**config.mk**
```make
export PLATFORM = sky130hd
export DESIGN_NAME = dpb_dev_end_flat
export DESIGN_NICKNAME = d
export VERILOG_FILES = /design/src/core/dpb_pkg.sv /design/src/core/dpb_link_if.sv /design/src/core/dpb_dev_end.sv /design/src/flat_wrapper.sv
export SDC_FILE = /design/constraint.sdc
export NUM_CORES = 1
export LEC_CHECK = 0
export CORE_MARGIN = 1
export CORE_UTILIZATION = 55
export DETAILED_ROUTE_END_ITERATION = 8
export DONT_BUFFER_PORTS = 1
export PLACE_DENSITY = 0.68
export SETUP_SLACK_MARGIN = 0.2
export SLEW_MARGIN = 25
export SYNTH_ARGS = -nofsm -noshare
export SYNTH_HDL_FRONTEND = slang
export SYNTH_SLANG_ARGS = --single-unit
```
**constraint.sdc**
```tcl
create_clock -name core_clk -period 4 [get_ports core_clk]
set_input_delay 0.2 -clock core_clk [delete_from_list [all_inputs] [get_ports core_clk]]
set_output_delay 0.2 -clock core_clk [all_outputs]
set_load 0.02 [all_outputs]
```
**src/core/dpb_pkg.sv**
```systemverilog
// dpb_pkg: constants shared by both ends and the bench
// assumes: every use is written dpb_pkg::name
package dpb_pkg;

	////////////////////////////////////////////////////////////////////////////
	// parameter block layout
	localparam int         BLK_LEN   = 7; // bytes in one parameter block
	localparam logic [2:0] IDX_CHAN  = 3'h0; // channel control word
	localparam logic [2:0] IDX_INSTR = 3'h1; // instruction byte
	localparam logic [2:0] IDX_COUNT = 3'h2; // record count
	localparam logic [2:0] IDX_TRACK = 3'h3; // track
	localparam logic [2:0] IDX_SECT  = 3'h4; // starting sector
	localparam logic [2:0] IDX_BUFL  = 3'h5; // buffer pointer, low byte
	localparam logic [2:0] IDX_BUFH  = 3'h6; // buffer pointer, high byte
	localparam logic [2:0] IDX_LAST  = 3'h6; // last byte fetched

	// channel word and instruction fields
	localparam int CW_RANDOM_BIT = 6; // 1: sector pattern from buffer
	localparam int CW_IRQ_LO     = 4; // interrupt control, bits 5:4
	localparam int WLEN_BIT      = 3; // word length, both bytes
	localparam int IN_UNIT_LO    = 4; // unit select, bits 5:4
	localparam int IN_OP_LO      = 0; // op code, bits 2:0

	localparam logic [1:0] IRQ_MODE_ALL = 2'h0;  // completion and error interrupts
	localparam logic [1:0] IRQ_MODE_OFF = 2'h1;  // completion interrupts off

	// op codes
	localparam logic [2:0] OP_NOP   = 3'h0;
	localparam logic [2:0] OP_SEEK  = 3'h1;
	localparam logic [2:0] OP_FMT   = 3'h2;
	localparam logic [2:0] OP_RECAL = 3'h3;
	localparam logic [2:0] OP_READ  = 3'h4;
	localparam logic [2:0] OP_VRFY  = 3'h5;
	localparam logic [2:0] OP_WRITE = 3'h6;
	localparam logic [2:0] OP_WDEL  = 3'h7;

	// address limits
	localparam logic [7:0] TRACK_MAX  = 8'h4C;   // last legal track
	localparam logic [8:0] SECTOR_MAX = 9'h034;  // last sector of a track

	////////////////////////////////////////////////////////////////////////////
	// result byte
	localparam int         RB_NOT_READY = 7;
	localparam int         RB_WFAULT    = 6;
	localparam int         RB_WPROT     = 5;
	localparam int         RB_OVERRUN   = 4;
	localparam int         RB_ADDR      = 3;
	localparam int         RB_SEEK      = 2;
	localparam int         RB_CRC       = 1;
	localparam int         RB_DELETED   = 0;
	localparam logic [7:0] RESULT_RST   = 8'h00;
	localparam logic [7:0] RES_TYPE_ERR = 8'h00; // result type: error byte follows

	// result read selector on the link
	localparam logic RD_SEL_TYPE = 1'b0;
	localparam logic RD_SEL_BYTE = 1'b1;

	////////////////////////////////////////////////////////////////////////////
	// host end register map (byte addresses)
	localparam logic [9:0] REG_POINTER = 10'h000;
	localparam logic [9:0] REG_STATUS  = 10'h004;
	localparam logic [9:0] REG_RESULT  = 10'h008;
	localparam logic [9:0] REG_COMMAND = 10'h00C;
	localparam logic [9:0] MEM_BASE    = 10'h100;
	localparam int         ST_BUSY     = 0;
	localparam int         ST_RES_OK   = 1;
	localparam int         ST_IRQ_SEEN = 2;
	localparam int         CMD_FETCH   = 0;

endpackage

```
**src/core/dpb_link_if.sv**
```systemverilog
// dpb_link_if: link joining the two ends
// assumes: one clock shared by both ends, every signal driven from a flop except busy, decoded from the device state
`timescale 1ns/1ps
`default_nettype none
interface dpb_link_if (
	input wire logic core_clk
);
	logic        ptr_load;   // pointer load pulse, host to device
	logic [15:0] ptr;        // block pointer, valid with ptr_load
	logic        mem_req;    // memory byte request, held until mem_ack
	logic [15:0] mem_addr;   // byte address of the request
	logic        mem_ack;    // one-cycle answer with mem_rdata
	logic [7:0]  mem_rdata;  // byte read from shared memory
	logic        rd_req;     // result read request, held until rd_ack
	logic        rd_sel;     // type or result byte
	logic        rd_ack;     // one-cycle answer with rd_data
	logic [7:0]  rd_data;    // result type or result byte
	logic        busy;       // operation in progress
	logic        irq;        // one-cycle interrupt request

	modport dev (input ptr_load, ptr, mem_ack, mem_rdata, rd_req, rd_sel,
		output mem_req, mem_addr, rd_ack, rd_data, busy, irq);
	modport host (output ptr_load, ptr, mem_ack, mem_rdata, rd_req, rd_sel,
		input mem_req, mem_addr, rd_ack, rd_data, busy, irq);
endinterface
`default_nettype wire

```
**src/core/dpb_dev_end.sv**
```systemverilog
// dpb_dev_end: fetches and checks the parameter block, starts the drive, builds the result
// assumes: drive pins asynchronous; datapath strobes on core_clk
//
// Behaviour
// - pointer load starts a parameter block fetch
// - seven bytes fetched in fixed order
// - channel bit 6 picks random format sequence
// - host keeps word-length bits equal, 0/1
// - bits 5:4 gate completion and error interrupts
// - ready changes always interrupt
// - unit bits 5:4 select drive 0-3
// - three-bit op code decoded to operation
// - record count bounded by last sector
// - track 0 to 76 accepted
// - sector from bits 5:0, 1 to 52
// - buffer bytes joined into 16-bit address
// - result byte read after type 00
// - bit 7: drive not ready
// - bit 6: write fault during write
// - bit 5: write protect on writing ops
// - bit 4: overrun or underrun
// - bit 3: address error
// - bit 2: seek error
// - bit 1: data CRC on read/verify
// - bit 0: deleted mark on read/verify
// - combined codes set several bits
// - random format buffer holds sector, fill pairs
`timescale 1ns/1ps
`default_nettype none
module dpb_dev_end (
	// clock and reset
	input  wire logic        core_clk,
	input  wire logic        rst,
	// link to host
	dpb_link_if.dev          lnk,
	// drive status pins, asynchronous
	input  wire logic        drv_ready,
	input  wire logic        drv_wprot,
	input  wire logic        drv_wfault,
	// datapath strobes, same clock
	input  wire logic        dp_done,
	input  wire logic        dp_overrun,
	input  wire logic        dp_seek_err,
	input  wire logic        dp_crc_err,
	input  wire logic        dp_deleted,
	input  wire logic        dp_id_crc_err,
	input  wire logic        dp_no_addr_mark,
	input  wire logic        dp_no_data_mark,
	// decoded operation to datapath
	output logic             op_start,
	output logic      [2:0]  op_code,
	output logic      [1:0]  drive_sel,
	output logic      [7:0]  track,
	output logic      [5:0]  sector,
	output logic      [7:0]  rec_count,
	output logic      [15:0] buf_addr,
	output logic             fmt_random
);
	typedef enum {DS_IDLE, DS_REQ, DS_GAP, DS_CHECK, DS_RUN, DS_FINISH} dpb_dstate_t;

	// writing ops check protect and fault
	function automatic logic is_write(input logic [2:0] op);
		is_write = (op == dpb_pkg::OP_FMT) || (op == dpb_pkg::OP_WRITE) || (op == dpb_pkg::OP_WDEL);
	endfunction

	// reading ops report CRC and deleted marks
	function automatic logic is_read(input logic [2:0] op);
		is_read = (op == dpb_pkg::OP_READ) || (op == dpb_pkg::OP_VRFY);
	endfunction

	dpb_dstate_t st_r, st_nxt; // sequencer
	logic [7:0]  blk_r [0:dpb_pkg::BLK_LEN-1]; // fetched block
	logic [7:0]  blk_nxt [0:dpb_pkg::BLK_LEN-1];
	logic [2:0]  idx_r, idx_nxt; // byte being fetched
	logic [15:0] base_r, base_nxt; // block pointer
	logic [15:0] addr_r, addr_nxt; // memory request address
	logic        req_r, req_nxt;
	logic [7:0]  res_r, res_nxt; // result byte
	logic        ack_r, ack_nxt;
	logic [7:0]  rdat_r, rdat_nxt;
	logic        irq_r, irq_nxt;
	logic        go_r, go_nxt; // op_start pulse
	logic [2:0]  s1_r, s2_r, s3_r; // pin synchroniser stages
	logic [2:0]  stb_r, stb_nxt; // filtered pins: ready, wprot, wfault
	logic [2:0]  op;
	logic [8:0]  sec_end;
	logic        addr_bad;
	logic [7:0]  err;

	////////////////////////////////////////////////////////////////////////////
	// pin filter: a change counts once stages two and three agree
	always_comb begin
		stb_nxt = (s2_r & ~(s2_r ^ s3_r)) | (stb_r & (s2_r ^ s3_r));
	end

	always_ff @(posedge core_clk) begin
		if (rst) begin
			s1_r  <= 3'h0;
			s2_r  <= 3'h0;
			s3_r  <= 3'h0;
			stb_r <= 3'h0;
		end else begin
			s1_r  <= {drv_wfault, drv_wprot, drv_ready};
			s2_r  <= s1_r;
			s3_r  <= s2_r;
			stb_r <= stb_nxt;
		end
	end

	////////////////////////////////////////////////////////////////////////////
	// decode and limit checks on the held block
	always_comb begin
		op      = blk_r[dpb_pkg::IDX_INSTR][dpb_pkg::IN_OP_LO +: 3];
		// start plus count must stay within the track
		sec_end = {3'h0, blk_r[dpb_pkg::IDX_SECT][5:0]} + {1'b0, blk_r[dpb_pkg::IDX_COUNT]};
		addr_bad = 1'b0;
		if (op != dpb_pkg::OP_NOP && op != dpb_pkg::OP_RECAL)
			addr_bad = blk_r[dpb_pkg::IDX_TRACK] > dpb_pkg::TRACK_MAX;
		if (is_read(op) || op == dpb_pkg::OP_WRITE || op == dpb_pkg::OP_WDEL) begin
			// only the low six sector bits count
			if (blk_r[dpb_pkg::IDX_SECT][5:0] == 6'h00 ||
				{3'h0, blk_r[dpb_pkg::IDX_SECT][5:0]} > dpb_pkg::SECTOR_MAX ||
				sec_end > dpb_pkg::SECTOR_MAX)
				addr_bad = 1'b1;
		end
		// error strobes to result bits
		err = 8'h00;
		err[dpb_pkg::RB_NOT_READY] = ~stb_r[0]; // drops out while running
		err[dpb_pkg::RB_WFAULT]    = stb_r[2] & is_write(op);
		err[dpb_pkg::RB_OVERRUN]   = dp_overrun;
		err[dpb_pkg::RB_SEEK]      = dp_seek_err; // any op may move the head
		err[dpb_pkg::RB_CRC]       = dp_crc_err & is_read(op);
		err[dpb_pkg::RB_DELETED]   = dp_deleted & is_read(op);
		// combined codes
		if (dp_id_crc_err)
			err = err | 8'h0A;
		if (dp_no_addr_mark)
			err = err | 8'h0E;
		if (dp_no_data_mark)
			err = err | 8'h0F;
	end

	////////////////////////////////////////////////////////////////////////////
	// sequencer next values
	always_comb begin
		st_nxt   = st_r;
		blk_nxt  = blk_r;
		idx_nxt  = idx_r;
		base_nxt = base_r;
		addr_nxt = addr_r;
		req_nxt  = 1'b0;
		res_nxt  = res_r;
		go_nxt   = 1'b0;
		irq_nxt  = 1'b0;
		// result reads: answer next cycle, then drop one
		ack_nxt  = lnk.rd_req & ~ack_r;
		rdat_nxt = rdat_r;
		if (lnk.rd_req && !ack_r)
			rdat_nxt = (lnk.rd_sel == dpb_pkg::RD_SEL_BYTE) ? res_r : dpb_pkg::RES_TYPE_ERR;
		// drive ready changes interrupt in any mode
		if (stb_r[0] != stb_nxt[0])
			irq_nxt = 1'b1;
		case (st_r)
			DS_IDLE: begin
				// a pointer load while busy is ignored
				if (lnk.ptr_load) begin
					base_nxt = lnk.ptr;
					addr_nxt = lnk.ptr;
					idx_nxt  = dpb_pkg::IDX_CHAN;
					res_nxt  = dpb_pkg::RESULT_RST;
					req_nxt  = 1'b1;
					st_nxt   = DS_REQ;
				end
			end
			DS_REQ: begin
				req_nxt = ~lnk.mem_ack;
				if (lnk.mem_ack) begin
					// bytes land in block order
					blk_nxt[idx_r] = lnk.mem_rdata;
					st_nxt = (idx_r == dpb_pkg::IDX_LAST) ? DS_CHECK : DS_GAP;
				end
			end
			DS_GAP: begin
				// one idle cycle between bytes keeps the answer pairing simple
				idx_nxt  = idx_r + 3'h1;
				addr_nxt = base_r + {13'h0000, idx_nxt};
				req_nxt  = 1'b1;
				st_nxt   = DS_REQ;
			end
			DS_CHECK: begin
				if (op == dpb_pkg::OP_NOP) begin
					st_nxt = DS_FINISH;
				end else begin
					res_nxt[dpb_pkg::RB_NOT_READY] = ~stb_r[0];
					res_nxt[dpb_pkg::RB_WPROT]     = stb_r[1] & is_write(op);
					res_nxt[dpb_pkg::RB_ADDR]      = addr_bad;
					// a faulted operation never reaches the drive
					if (res_nxt != dpb_pkg::RESULT_RST) begin
						st_nxt = DS_FINISH;
					end else begin
						go_nxt = 1'b1;
						st_nxt = DS_RUN;
					end
				end
			end
			DS_RUN: begin
				res_nxt = res_r | err;
				if (dp_done)
					st_nxt = DS_FINISH;
			end
			DS_FINISH: begin
				// completion interrupt only in mode 00
				if (blk_r[dpb_pkg::IDX_CHAN][dpb_pkg::CW_IRQ_LO +: 2] == dpb_pkg::IRQ_MODE_ALL)
					irq_nxt = 1'b1;
				st_nxt = DS_IDLE;
			end
			default: st_nxt = DS_IDLE;
		endcase
	end

	////////////////////////////////////////////////////////////////////////////
	// sequencer registers
	always_ff @(posedge core_clk) begin
		if (rst) begin
			st_r   <= DS_IDLE;
			for (int i = 0; i < dpb_pkg::BLK_LEN; i++)
				blk_r[i] <= 8'h00;
			idx_r  <= dpb_pkg::IDX_CHAN;
			base_r <= 16'h0000;
			addr_r <= 16'h0000;
			req_r  <= 1'b0;
			res_r  <= dpb_pkg::RESULT_RST;
			ack_r  <= 1'b0;
			rdat_r <= 8'h00;
			irq_r  <= 1'b0;
			go_r   <= 1'b0;
		end else begin
			st_r   <= st_nxt;
			blk_r  <= blk_nxt;
			idx_r  <= idx_nxt;
			base_r <= base_nxt;
			addr_r <= addr_nxt;
			req_r  <= req_nxt;
			res_r  <= res_nxt;
			ack_r  <= ack_nxt;
			rdat_r <= rdat_nxt;
			irq_r  <= irq_nxt;
			go_r   <= go_nxt;
		end
	end

	////////////////////////////////////////////////////////////////////////////
	// outputs from flops, except busy, decoded from the sequencer state
	assign lnk.mem_req   = req_r;
	assign lnk.mem_addr  = addr_r;
	assign lnk.rd_ack    = ack_r;
	assign lnk.rd_data   = rdat_r;
	assign lnk.busy      = st_r != DS_IDLE;
	assign lnk.irq       = irq_r;
	assign op_start      = go_r;
	assign op_code       = blk_r[dpb_pkg::IDX_INSTR][dpb_pkg::IN_OP_LO +: 3];
	assign drive_sel     = blk_r[dpb_pkg::IDX_INSTR][dpb_pkg::IN_UNIT_LO +: 2];
	assign track         = blk_r[dpb_pkg::IDX_TRACK];
	assign sector        = blk_r[dpb_pkg::IDX_SECT][5:0];
	assign rec_count     = blk_r[dpb_pkg::IDX_COUNT];
	assign buf_addr      = {blk_r[dpb_pkg::IDX_BUFH], blk_r[dpb_pkg::IDX_BUFL]};
	assign fmt_random    = blk_r[dpb_pkg::IDX_CHAN][dpb_pkg::CW_RANDOM_BIT];
endmodule
`default_nettype wire

```
**src/flat_wrapper.sv**
```systemverilog
// flat-port wrapper written by rule: the top's interface ports become plain ports
module dpb_dev_end_flat 
  (core_clk, rst, drv_ready, drv_wprot, drv_wfault, dp_done, dp_overrun, dp_seek_err, dp_crc_err, dp_deleted, dp_id_crc_err, dp_no_addr_mark, dp_no_data_mark, op_start, op_code, drive_sel, track, sector, rec_count, buf_addr, fmt_random, lnk_ptr_load, lnk_ptr, lnk_mem_ack, lnk_mem_rdata, lnk_rd_req, lnk_rd_sel, lnk_mem_req, lnk_mem_addr, lnk_rd_ack, lnk_rd_data, lnk_busy, lnk_irq);
  dpb_link_if lnk_i (.core_clk(core_clk));
  input  wire logic core_clk;
  input  wire logic rst;
  input  wire logic drv_ready;
  input  wire logic drv_wprot;
  input  wire logic drv_wfault;
  input  wire logic dp_done;
  input  wire logic dp_overrun;
  input  wire logic dp_seek_err;
  input  wire logic dp_crc_err;
  input  wire logic dp_deleted;
  input  wire logic dp_id_crc_err;
  input  wire logic dp_no_addr_mark;
  input  wire logic dp_no_data_mark;
  output logic op_start;
  output logic      [2:0] op_code;
  output logic      [1:0] drive_sel;
  output logic      [7:0] track;
  output logic      [5:0] sector;
  output logic      [7:0] rec_count;
  output logic      [15:0] buf_addr;
  output logic fmt_random;
  input wire logic [$bits(lnk_i.ptr_load)-1:0] lnk_ptr_load;
  input wire logic [$bits(lnk_i.ptr)-1:0] lnk_ptr;
  input wire logic [$bits(lnk_i.mem_ack)-1:0] lnk_mem_ack;
  input wire logic [$bits(lnk_i.mem_rdata)-1:0] lnk_mem_rdata;
  input wire logic [$bits(lnk_i.rd_req)-1:0] lnk_rd_req;
  input wire logic [$bits(lnk_i.rd_sel)-1:0] lnk_rd_sel;
  output wire logic [$bits(lnk_i.mem_req)-1:0] lnk_mem_req;
  output wire logic [$bits(lnk_i.mem_addr)-1:0] lnk_mem_addr;
  output wire logic [$bits(lnk_i.rd_ack)-1:0] lnk_rd_ack;
  output wire logic [$bits(lnk_i.rd_data)-1:0] lnk_rd_data;
  output wire logic [$bits(lnk_i.busy)-1:0] lnk_busy;
  output wire logic [$bits(lnk_i.irq)-1:0] lnk_irq;
  assign lnk_i.ptr_load = lnk_ptr_load;
  assign lnk_i.ptr = lnk_ptr;
  assign lnk_i.mem_ack = lnk_mem_ack;
  assign lnk_i.mem_rdata = lnk_mem_rdata;
  assign lnk_i.rd_req = lnk_rd_req;
  assign lnk_i.rd_sel = lnk_rd_sel;
  assign lnk_mem_req = lnk_i.mem_req;
  assign lnk_mem_addr = lnk_i.mem_addr;
  assign lnk_rd_ack = lnk_i.rd_ack;
  assign lnk_rd_data = lnk_i.rd_data;
  assign lnk_busy = lnk_i.busy;
  assign lnk_irq = lnk_i.irq;
  dpb_dev_end u_core (.core_clk(core_clk), .rst(rst), .lnk(lnk_i), .drv_ready(drv_ready), .drv_wprot(drv_wprot), .drv_wfault(drv_wfault), .dp_done(dp_done), .dp_overrun(dp_overrun), .dp_seek_err(dp_seek_err), .dp_crc_err(dp_crc_err), .dp_deleted(dp_deleted), .dp_id_crc_err(dp_id_crc_err), .dp_no_addr_mark(dp_no_addr_mark), .dp_no_data_mark(dp_no_data_mark), .op_start(op_start), .op_code(op_code), .drive_sel(drive_sel), .track(track), .sector(sector), .rec_count(rec_count), .buf_addr(buf_addr), .fmt_random(fmt_random));
endmodule
```
# [After elaboration in Yosys (flattened, before gate mapping)]
# Cells that the tools add are included.
[totals] regBits=155 in_bits=41 output_inout_bits=73 elab_cells=128
[classes] add_sub_neg=3 order_cmp=5 eq_ne=17 mux=37 bitwise=16 n_reduce_logical=28
[ops] cell="case mux 32 bit (5 select lines)" count=1
[ops] cell="2-to-1 mux 32 bit" count=3
[ops] cell="== test 32 x 2 -> 1 bit (second input constant)" count=2
[ops] cell="== test 32 x 3 -> 1 bit (second input constant)" count=2
[ops] cell="bitwise mux 56 bit" count=1
[ops] cell="== test 32 x 1 -> 1 bit (second input constant)" count=1
[ops] cell="logical NOT 32 bit" count=1
[ops] cell="case mux 16 bit (2 select lines)" count=1
[ops] cell="nonzero test 32 bit" count=1
[ops] cell="demux 8 bit (select 3 bit)" count=1
[ops] cell="2-to-1 mux 8 bit" count=3
[ops] cell="adder 16 x 3 -> 16 bit" count=1
[ops] cell="2-to-1 mux 16 bit" count=1
[ops] cell="== test 3 bit (second input constant)" count=5
[ops] cell="2-to-1 mux 1 bit" count=14
[ops] cell="2-to-1 mux 4 bit" count=3
[ops] cell="case mux 1 bit (3 select lines)" count=4
[ops] cell="case mux 3 bit (2 select lines)" count=2
[ops] cell="adder 6 x 8 -> 9 bit" count=1
[ops] cell="greater-than comparator 9 x 6 -> 1 bit (second input constant)" count=1
[ops] cell="greater-than comparator 8 x 7 -> 1 bit (second input constant)" count=1
[ops] cell="inequality test 2 bit (second input constant)" count=4
[ops] cell="OR 8 bit" count=1
[ops] cell="AND reduction 2 bit" count=4
[ops] cell="other kinds (27)" count=47

# [Logic depth before layout (Yosys ltp)]
# Gate-level depths: netlist of run 1.
[depth] depth_word=9 ltp_mapped=10 ltp_nobuf=10

# [Least setup slack after synthesis of run 1]
# No wires, ideal clock.
[synth_path] kind="register to register" startpoint="register u_core.blk_r (netlist bit u_core.sector[0])" endpoint="register u_core.st_r[0]" arrival_ns=2.173 required_time_ns=3.870 setup_slack_ns=1.697 stages_incl_launch_ff=9 n_path_buf=0 period_less_slack_ns=2.303 path_cell_list="dfxtp_1 -> ha_1 -> fa_1 -> a211oi_2 -> nor3b_1 -> or4_1 -> o311a_1 -> nor4_2 -> o31ai_1"
[synth_via] elab_chain_len=9 word_cells_on_any_way=12 cone_classes="1 x add/sub; 2 x order compare; 5 x mux; 4 x reduce/logical"
[synth_rtl] element="start: declaration" line_no="dpb_dev_end.sv:72" text="logic [7:0] blk_r [0:dpb_pkg::BLK_LEN-1];"
[synth_rtl] element="start signal: assignment" line_no="dpb_dev_end.sv:239" text="blk_r <= blk_nxt;"
[synth_rtl] element="adder 6 x 8 -> 9 bit (tied with other cells)" line_no="dpb_dev_end.sv:115" text="sec_end = {3'h0, blk_r[dpb_pkg::IDX_SECT][5:0]} + {1'b0, blk_r[dpb_pkg::IDX_COUNT]};"
[synth_rtl] element="greater-than comparator 9 x 6 -> 1 bit or logical OR 1 bit (tied branches)" line_no="dpb_dev_end.sv:123, dpb_dev_end.sv:121"
[synth_rtl] element="logical OR 1 bit *" line_no="dpb_dev_end.sv:122" text="{3'h0, blk_r[dpb_pkg::IDX_SECT][5:0]} > dpb_pkg::SECTOR_MAX ||"
[synth_rtl] element="2-to-1 mux 1 bit *" line_no="dpb_dev_end.sv:121" text="if (blk_r[dpb_pkg::IDX_SECT][5:0] == 6'h00 ||"
[synth_rtl] element="2-to-1 mux 1 bit *" line_no="dpb_dev_end.sv:119" text="if (is_read(op) || op == dpb_pkg::OP_WRITE || op == dpb_pkg::OP_WDEL) begin"
[synth_rtl] element="nonzero test 8 bit *" line_no="dpb_dev_end.sv:198" text="if (res_nxt != dpb_pkg::RESULT_RST) begin"
[synth_rtl] element="2-to-1 mux 1 bit *" line_no="dpb_dev_end.sv:198"
[synth_rtl] element="2-to-1 mux 1 bit *" line_no="dpb_dev_end.sv:191" text="if (op == dpb_pkg::OP_NOP) begin"
[synth_rtl] element="case mux 32 bit (5 select lines) *" line_no="dpb_dev_end.sv:163" text="case (st_r)"
[synth_rtl] element="end signal: assignment" line_no="dpb_dev_end.sv:238" text="st_r <= st_nxt;"
[synth_rtl] element="end: declaration" line_no="dpb_dev_end.sv:71" text="dpb_dstate_t st_r, st_nxt;"
# Every way passes the cells marked *; elsewhere a longest branch is shown, timed or not.
# A chain may end at the register's enable or synchronous reset.

# [Worst setup path in the final report of run 1]
# Same ends and word-level chain as after synthesis.

==> impl_metrics.ini, run 1 <==
[die]
die_area_sq_mm = 0.009954
core_area_sq_mm = 0.009240
die_h_um = 99.77
fp.dieW_um = 99.77
io-pin-count = 114
num_rows = 35
initial_utilization_pct = 56.90

[layout]
ff_latch_area_sq_mm = 0.002322
layout-drive-gt1-share_pct = 7.239
num-nets-final = 636
n_fill_cell = 793
n_antenna_cell = 0
syn2layout_area_growth_pct = 11.54
multi_input_area_sq_mm = 0.002460

[timing]
worst_pin_slew_ns = 0.8536
max_freq_ghz = 0.3798
relSlewSlack_pct = 43.09
setup-violations-final = 0
slew_viol_final = 0
period_minus_slack_ns = 2.633
rsz0062_at_grt = false
period_share_pct = 65.83
final_hold_viol_count = 0
hold_ws_ns = 0.02518
finClkSkew_ns = 0.01329
finalSetupTns_ns = 0

[power_and_ir_drop]
leakage_uw = 0.002342
ir_drop_uv = 256.5
combPwrFrac_pct = 6.0
powerDensity_mw_per_mm2 = 460.0
swShare_pct = 23.83
intPower_uw = 2055
seq_power_share_pct = 45.8
clkPwrFrac_pct = 48.2
p_switching_uw = 642.9

[clock_network]
postCtsSetupBuffers = 0
cts_buffers = 17
clkTransAtPathRegs_ns = 0.05
insertion_delay_ns = 0.50
root_buffer = clkbuf_8
cts_tree = yes
htreeDepth = 4
cts_sinks = 116
cts_buffer_depth = 2

[logic_synthesis]
ys_seq_elements = 116
synth_top_area_share_pct = 44.17
synth_top_area_cell = dfxtp_1
ys_seq_area_share_pct = 44.17
ys.flop_type = dfxtp_1
synth-edff-count = 0
synth_commonest_cells = dfxtp_1 (116), nand2_1 (78), nor2_1 (76), a21oi_1 (52), mux2i_1 (46)
syn_avg_cell_area_sq_um = 8.763
synth_nets = 654
synthCells = 600
yosysMostFrequentCell = dfxtp_1
synth_area_leaders = dfxtp_1 (44%), mux2i_1 (8.8%), buf_4 (6.1%)
yosysWarningCount = 0
syn_area_sq_mm = 0.005258
async_flop_share_pct = 0
yosysUniqueCellTypes = 51

[route]
drc = 2
via_count = 3964
final_antenna_net_count = 0
drt-initial-drc-count = 184
drt_pass1_iterations = 6
avgRoutedWirePerCell_um = 16.02
finalWirelength_mm = 11.58
viasPerCell = 5.483

[job]
maxCapViolations = 0

[setup_path]
critPathLaunchType = flip-flop
worst_path_max_delay_cell = fa_1
critPathKind = reg -> reg
critPathMaxFanout = 4
cp_top_family = simple AND/OR/NAND/NOR gates
cp_num_buf_inv = 0
critPathMaxStageDelay_ns = 0.42
cp.arrival_ns = 3.00
end_kind = flip-flop
path_cells = ha_1 -> fa_1 -> a211oi_2 -> nor3b_1 -> or4_1 -> o311a_1 -> nor4_2 -> o31ai_1
cp.required_ns = 4.36

[global_routing]
grt_overflow = 0
grt_pass1_vias = 3897
grt_util_all_layers_pct = 24.06
grt_pass1_wl_mm = 18.77
antenna_found_initial = 1
grt_max_degree = 118

[placement]
portBuffers = 0
hpwlAfterDp_mm = 7.393
gp_congestion = 0.8832

[hold_path]
hp-class = in -> reg

[outcome]
status = finished, violations left
violations = DRC
[cell families (layout without fill, tap and decap cells)]
group	count (synthesis)	count (layout)	share of synthesized area, %
xor gates and xnor gates	18	18	2.999
buffers and inverters	79	73	9.091
DFF	116	116	44.17
and+or+nand+nor	232	232	20.51
AOI/OAI and AO/OA	96	96	11.09
adders and majority gates	13	13	3.379
muxes	46	46	8.758
[layout make-up]
class                           count  share of cell area, %
Timing Repair Buffer               37                  6.529
Clock buffer                       22                  7.894
Sequential cell                   116                  39.60
Inverter                            5                 0.3200
Multi-Input combinational cell    405                  41.95
Clock inverter                      9                 0.9601
Tap cell                          129                  2.752
[path summary, 6_finish.rpt]
check | startpoint | end | slack (ns) | cells past startpoint
worst min register to register | u_core.s1_r[1]$_SDFF_PP0_ | u_core.s2_r[1]$_SDFF_PP0_ | 0.44 | 1
worst max-delay path | u_core.sector[0]$_SDFFE_PP0P_ | u_core.st_r[0]$_SDFFE_PP0P_ | 1.37 | 8
worst max register to register | u_core.sector[0]$_SDFFE_PP0P_ | u_core.st_r[0]$_SDFFE_PP0P_ | 1.37 | 8
worst min-delay path | dp_crc_err | u_core.res_r[1]$_SDFFE_PP0P_ | 0.03 | 4
[cells in the final DEF, fill, tap and decap left out, types with 5 or more instances in the layout]
master	n
mux2i_1	46
a31oi_1	12
dlygate4sd3_1	34
nand2_1	78
ha_1	11
xnor2_1	8
nor2_1	75
nor2b_1	15
nand2b_1	5
nand3_1	16
a21oi_1	52
a21o_1	5
o21ai_0	6
nor3_1	9
clkbuf_16	16
xor2_1	10
dfxtp_1	116
clkinv_2	5
[through the flow]
step / setup WS, ns / std cells / util [%] / cell area (sq um) / power [uW]
final: 1.367 / 723 / 63.47 / 5864 / 2697
after global routing: 1.201 / 723 / 63.47 / 5864 / 2796
after CTS: 1.390 / 723 / 63.44 / 5862 / 2716
after detailed placement: 1.407 / 657 / 53.84 / 4975 / 1362
after global placement: 1.490 / 657 / 53.84 / 4975 / 1359
after floorplan: 1.697 / 600 / - / 5258 / 1356
[metal layers]
| metal | GRT usage (%) | part of all wire, % | wire length (um) | vias to the layer above |
|---|---|---|---|---|
| met5 | 0 | 0.069 | 8 | - |
| met4 | 8.937 | 1.2 | 138 | 2 |
| met3 | 8.008 | 5.7 | 659 | 14 |
| met2 | 37.24 | 46 | 5377 | 112 |
| met1 | 31.23 | 47 | 5399 | 1863 |
| li1 | - | - | - | 1973 |
[power groups by stage]
stage	sequential [uW]	clock, uW	combinational (uW)
6_report	1230	1300	162
5_1_grt	1240	1380	179
4_1_cts	1230	1320	161
3_5_place_dp	1260	0	104
3_3_place_gp	1260	0	101
2_1_floorplan	1250	0	106
[worst min-delay path, cell delays in order]
cell and delay, ns:
nand2_1 0.04, a21oi_1 0.06, a21oi_1 0.13, nor2_1 0.05
[sequential cells by signal (all words and copies together), names as in the netlist, named ones only]
signal,count
u_core.idx_r,3
u_core.s3_r,3
u_core.op_start,1
u_core.res_r,8
u_core.drive_sel,2
u_core.op_code,3
u_core.s2_r,3
u_core.rec_count,8
u_core.lnk.mem_addr,16
u_core.lnk.mem_req,1
u_core.stb_r,1
u_core.lnk.irq,1
u_core.st_r,3
u_core.blk_r,2
u_core.lnk.rd_ack,1
u_core.fmt_random,1
u_core.lnk.rd_data,8
u_core.sector,6
u_core.track,8
u_core.base_r,16
u_core.s1_r,3
u_core.buf_addr,16
[timing repair]
action	4_1_cts	5_1_grt
resized for setup	0	0
endpoints found under the hold margin	116	0
hold buffers	35	0
Power figures use the tool's default switching activity.
==> run 2: changes to the inputs <==
--- a/config.mk
+++ b/config.mk
@@ -9,7 +9,7 @@
 export CORE_UTILIZATION = 55
 export DETAILED_ROUTE_END_ITERATION = 8
 export DONT_BUFFER_PORTS = 1
-export PLACE_DENSITY = 0.68
+export PLACE_DENSITY = 0.71
 export SETUP_SLACK_MARGIN = 0.2
 export SLEW_MARGIN = 25
 export SYNTH_ARGS = -nofsm -noshare
==> constraint.sdc (replaced) <==
create_clock -name core_clk -period 2.3 [get_ports core_clk]
set_input_delay 0.115 -clock core_clk [delete_from_list [all_inputs] [get_ports core_clk]]
set_output_delay 0.115 -clock core_clk [all_outputs]
set_load 0.02 [all_outputs]
==> impl_metrics.ini, run 2 (same netlist as run 1, synthesis figures left out) <==
[outcome]
status = completed

[die]
fp.dieW_um = 99.77
die_h_um = 99.77
initial_utilization_pct = 56.90
core_area_sq_mm = 0.009240
io-pin-count = 114
num_rows = 35
die_area_sq_mm = 0.009954

[setup_path]
end_kind = flip-flop
cp.arrival_ns = 2.68
critPathLaunchType = flip-flop
r2r_setup_slack_ns = 0.004
critPathMaxFanout = 3
critPathKind = reg -> reg
reg2reg_depth = 8
cp.required_ns = 2.68

[layout]
final_cell_mix = dfxtp_1 (112), nand2_1 (77), nor2_1 (73)
post-route-util_pct = 70.43
n_fill_cell = 679
syn2layout_area_growth_pct = 23.77
num-nets-final = 678
final_common_cell = dfxtp_1
final_cells = 766
n_antenna_cell = 0
layout-drive-gt1-share_pct = 15.70

[clock_network]
cts_buffers = 17
cts_buffer_depth = 2
cts_tree = yes
htreeDepth = 4
insertion_delay_ns = 0.51
cts_sinks = 116
root_buffer = clkbuf_8
clkTransAtPathRegs_ns = 0.06

[timing]
hold_ws_ns = 0.03490
final_hold_viol_count = 0
max_freq_ghz = 0.4356
period_minus_slack_ns = 2.296
rsz0062_at_grt = true
finClkSkew_ns = 0.009634
period_share_pct = 99.81
worst_pin_slew_ns = 0.8553
fin_ws_ns = 0.004410
slew_viol_final = 0
setup-violations-final = 0
relSlewSlack_pct = 42.98

[power_and_ir_drop]
leakage_uw = 0.002630
p_total_uw = 4977
powerDensity_mw_per_mm2 = 764.8
ir_drop_uv = 435.5

[hold_path]
hold_depth = 2
hp-class = in -> reg

[job]
maxCapViolations = 0

[route]
viasPerCell = 5.538
drt_pass1_iterations = 5
drc = 0
final_antenna_net_count = 0
drt-initial-drc-count = 239
finalWirelength_mm = 12.82
avgRoutedWirePerCell_um = 16.74
via_count = 4242

[global_routing]
grt_util_all_layers_pct = 25.11
grt_pass1_wl_mm = 19.60
grt_pass1_vias = 3993
grt_max_degree = 113
antenna_found_initial = 0
grt_overflow = 0

[placement]
dp_slack_ns = 0.03429
hpwlAfterDp_mm = 7.658
dp.cells = 675
gp_congestion = 0.8009
portBuffers = 0
[run 2: cell types whose count changed in the layout (fill, tap and decap cells not counted), sizes merged]
cell / previous run / this run
buf: 3 / 33
dlygate4sd3: 34 / 46
clkinv: 6 / 4
clkbuf: 22 / 23
bufinv: 0 / 2
[run 2: power by group]
part	internal, uW	total (uW)	switching, uW
Sequential	2070	2150	82.7
Combinational	136	322	187
Clock	1620	2500	886
[run 2: layout make-up]
type / instances / area, sq um / share of cell area [%]
timing repair buffer: 79 / 755.7 / 11.61
inverter: 5 / 23.77 / 0.3653
tap: 129 / 161.4 / 2.480
clock buffer: 23 / 466.7 / 7.172
multi-input combinational: 405 / 2668 / 40.99
clock inverter: 9 / 102.6 / 1.577
sequential: 116 / 2330 / 35.80
[run 2: repair_timing]
item | CTS | global route
setup buffers | 5 | 7
gates resized for setup | 15 | 28
hold buffers | 47 | 0
endpoints found under the hold margin | 116 | 0
pin swaps | 7 | 25
endpoints found under the setup margin | 13 | 20
[run 2: final timing paths]
kind,start,end
worst max register to register,u_core.sector[0]$_SDFFE_PP0P_,u_core.st_r[0]$_SDFFE_PP0P_
worst min-delay path,rst,u_core.res_r[5]$_SDFFE_PP0P_
worst max-delay path,u_core.sector[0]$_SDFFE_PP0P_,u_core.st_r[0]$_SDFFE_PP0P_
worst min register to register,u_core.base_r[15]$_SDFFE_PP0P_,u_core.base_r[15]$_SDFFE_PP0P_
[run 2: per-stage QoR]
stage	cell area, sq um	TNS [ns]
after CTS	6281	0
after global placement	5121	0
after floorplan	5269	0
after global routing	6507	-0.1135
after detailed placement	5121	0
final	6507	0
[run 2: critical path: stages, from the launching register on]
cell and delay [ns]:
dfxtp_2 0.33, ha_4 0.16, fa_2 0.38, a211oi_4 0.32
nor3b_2 0.09, or4_1 0.42, o311a_1 0.15, nor4_4 0.19
o31ai_1 0.13
[run 2: layer usage]
metal	wire [um]	up-vias	part of all wire (%)	GRT usage, %
met5	0	-	0	0
met4	148	0	1.2	7.919
met3	905	12	7.1	7.382
met2	6460	171	50	41.86
met1	5309	2016	41	31.29
li1	-	2043	-	-
==> run 3: changes to the inputs <==
--- a/config.mk
+++ b/config.mk
@@ -6,10 +6,10 @@
 export NUM_CORES = 1
 export LEC_CHECK = 0
 export CORE_MARGIN = 1
-export CORE_UTILIZATION = 55
+export CORE_UTILIZATION = 25
 export DETAILED_ROUTE_END_ITERATION = 8
 export DONT_BUFFER_PORTS = 1
-export PLACE_DENSITY = 0.71
+export PLACE_DENSITY = 0.38
 export SETUP_SLACK_MARGIN = 0.2
 export SLEW_MARGIN = 25
 export SYNTH_ARGS = -nofsm -noshare
==> impl_metrics.ini, run 3 (same netlist as run 1, synthesis figures left out) <==
[clock_network]
cts_buffers = 17
insertion_delay_ns = 0.42
cts_buffer_depth = 2
htreeDepth = 4
cts_sinks = 116
cts_tree = yes
clkTransAtPathRegs_ns = 0.06
root_buffer = clkbuf_16

[route]
finalWirelength_mm = 14.38
final_antenna_net_count = 0
avgRoutedWirePerCell_um = 15.99
drt-initial-drc-count = 220
drt_pass1_iterations = 4
via_count = 4065
drc = 0
viasPerCell = 4.522

[setup_path]
critPathKind = reg -> reg
cp.required_ns = 2.59
r2r_setup_slack_ns = 0.13
reg2reg_depth = 8
critPathLaunchType = flip-flop
end_kind = flip-flop
cp.arrival_ns = 2.46
r2r-end = u_core.st_r[0]$_SDFFE_PP0P_
reg2reg_from = u_core.sector[0]$_SDFFE_PP0P_
critPathMaxFanout = 3

[layout]
num-nets-final = 672
ff_latch_area_sq_mm = 0.002328
final_cell_mix = dfxtp_1 (113), nand2_1 (78), nor2_1 (74)
final_cells = 899
n_antenna_cell = 0
n_fill_cell = 2135
syn2layout_area_growth_pct = 25.99
fin_area_sq_mm = 0.006624
multi_input_area_sq_mm = 0.002611
final_common_cell = dfxtp_1
layout-drive-gt1-share_pct = 15.10

[die]
num_rows = 52
fp.dieW_um = 147.0
initial_utilization_pct = 25.73
die_h_um = 147.0
core_area_sq_mm = 0.02043
io-pin-count = 114
die_area_sq_mm = 0.02161

[hold_path]
min-delay-start = dp_no_data_mark
hold_depth = 4
whs_endpoint = u_core.res_r[1]$_SDFFE_PP0P_
hp-class = in -> reg

[timing]
finalSetupTns_ns = 0
period_share_pct = 94.36
final_hold_viol_count = 0
slew_viol_final = 0
relSlewSlack_pct = 54.19
max_freq_ghz = 0.4608
period_minus_slack_ns = 2.170
setup-violations-final = 0
finClkSkew_ns = 0.01108
rsz0062_at_grt = true
worst_pin_slew_ns = 0.6864

[power_and_ir_drop]
p_switching_uw = 1222
ir_drop_uv = 365.3
swShare_pct = 23.12
powerDensity_mw_per_mm2 = 797.7
leakage_uw = 0.002626
intPower_uw = 4062
combPwrFrac_pct = 5.9
clkPwrFrac_pct = 53.4
seq_power_share_pct = 40.6

[placement]
gp_congestion = 0.7820
hpwlAfterDp_mm = 9.695
dp.cells = 817
dpl_cell_area_sq_mm = 0.005308
portBuffers = 0

[global_routing]
grt_max_degree = 107
antenna_found_initial = 0
grt_pass1_vias = 4084
grt_overflow = 0
grt_pass1_wl_mm = 22.71
grt_util_all_layers_pct = 13.83

[job]
maxCapViolations = 0

[outcome]
status = completed
==> run 3: worst max path at each step <==
stage                                       start                                   end  slack [ns]  depth (start not counted)
floorplan           u_core.sector[0]$_SDFFE_PP0P_           u_core.st_r[0]$_SDFFE_PP0P_        0.18                          8
global placement     u_core.idx_r[0]$_SDFFE_PP0P_  u_core.lnk.mem_addr[13]$_SDFFE_PP0P_        0.07                         10
detailed placement   u_core.idx_r[0]$_SDFFE_PP0P_  u_core.lnk.mem_addr[13]$_SDFFE_PP0P_       -0.01                         10
CTS                 u_core.sector[0]$_SDFFE_PP0P_           u_core.st_r[0]$_SDFFE_PP0P_        0.11                          8
global route        u_core.sector[0]$_SDFFE_PP0P_           u_core.st_r[0]$_SDFFE_PP0P_      -0.009                          8
finish              u_core.sector[0]$_SDFFE_PP0P_           u_core.st_r[0]$_SDFFE_PP0P_        0.13                          8
==> run 3: what timing repair did <==
item	4_1_cts	5_1_grt
setup endpoints to repair	15	30
hold buffers	42	0
hold endpoints to repair	116	0
buffers inserted	6	4
resized for setup	12	21
pin swaps	7	12
==> run 3: stage by stage <==
stage	hold slack, ns	worst slack (ns)	power (uW)	utilization (%)
final	0.03459	0.1298	5284	32.42
after global routing	0.04386	-0.009463	5499	32.42
after CTS	0.01422	0.1116	5356	31.68
after detailed placement	0.1968	-0.01396	2389	25.98
after global placement	0.1937	0.06824	2385	25.97
after floorplan	0.2432	0.1837	2359	-
==> run 3: routing by layer <==
metal	vias up	global-route usage [%]	wire, um
li1	2045	-	-
met1	1926	17.07	6538
met2	82	21.94	6782
met3	12	4.969	859
met4	0	5.361	199
met5	-	0	0
==> run 3: critical path, stage by stage (launching register included) <==
cell and delay [ns]:
dfxtp_2 0.33, ha_4 0.16, fa_2 0.34, a211oi_2 0.25, nor3b_2 0.09, or4_1 0.41, o311a_1 0.15, nor4_4 0.20
o31ai_1 0.12
==> run 3: area by class of cell <==
type,instances,share of cell area (%)
clock inverter,11,2.645
sequential,116,35.15
multi-input combinational,405,39.42
clock buffer,19,6.838
inverter,5,0.3589
timing repair buffer,73,10.48
tap,270,5.100
==> run 3: power groups by stage <==
stage / combinational [uW] / sequential (uW) / clock [uW]
final: 312 / 2150 / 2820
after global routing: 348 / 2160 / 3000
after CTS: 306 / 2150 / 2900
after detailed placement: 198 / 2190 / 0
after global placement: 194 / 2190 / 0
after floorplan: 185 / 2170 / 0
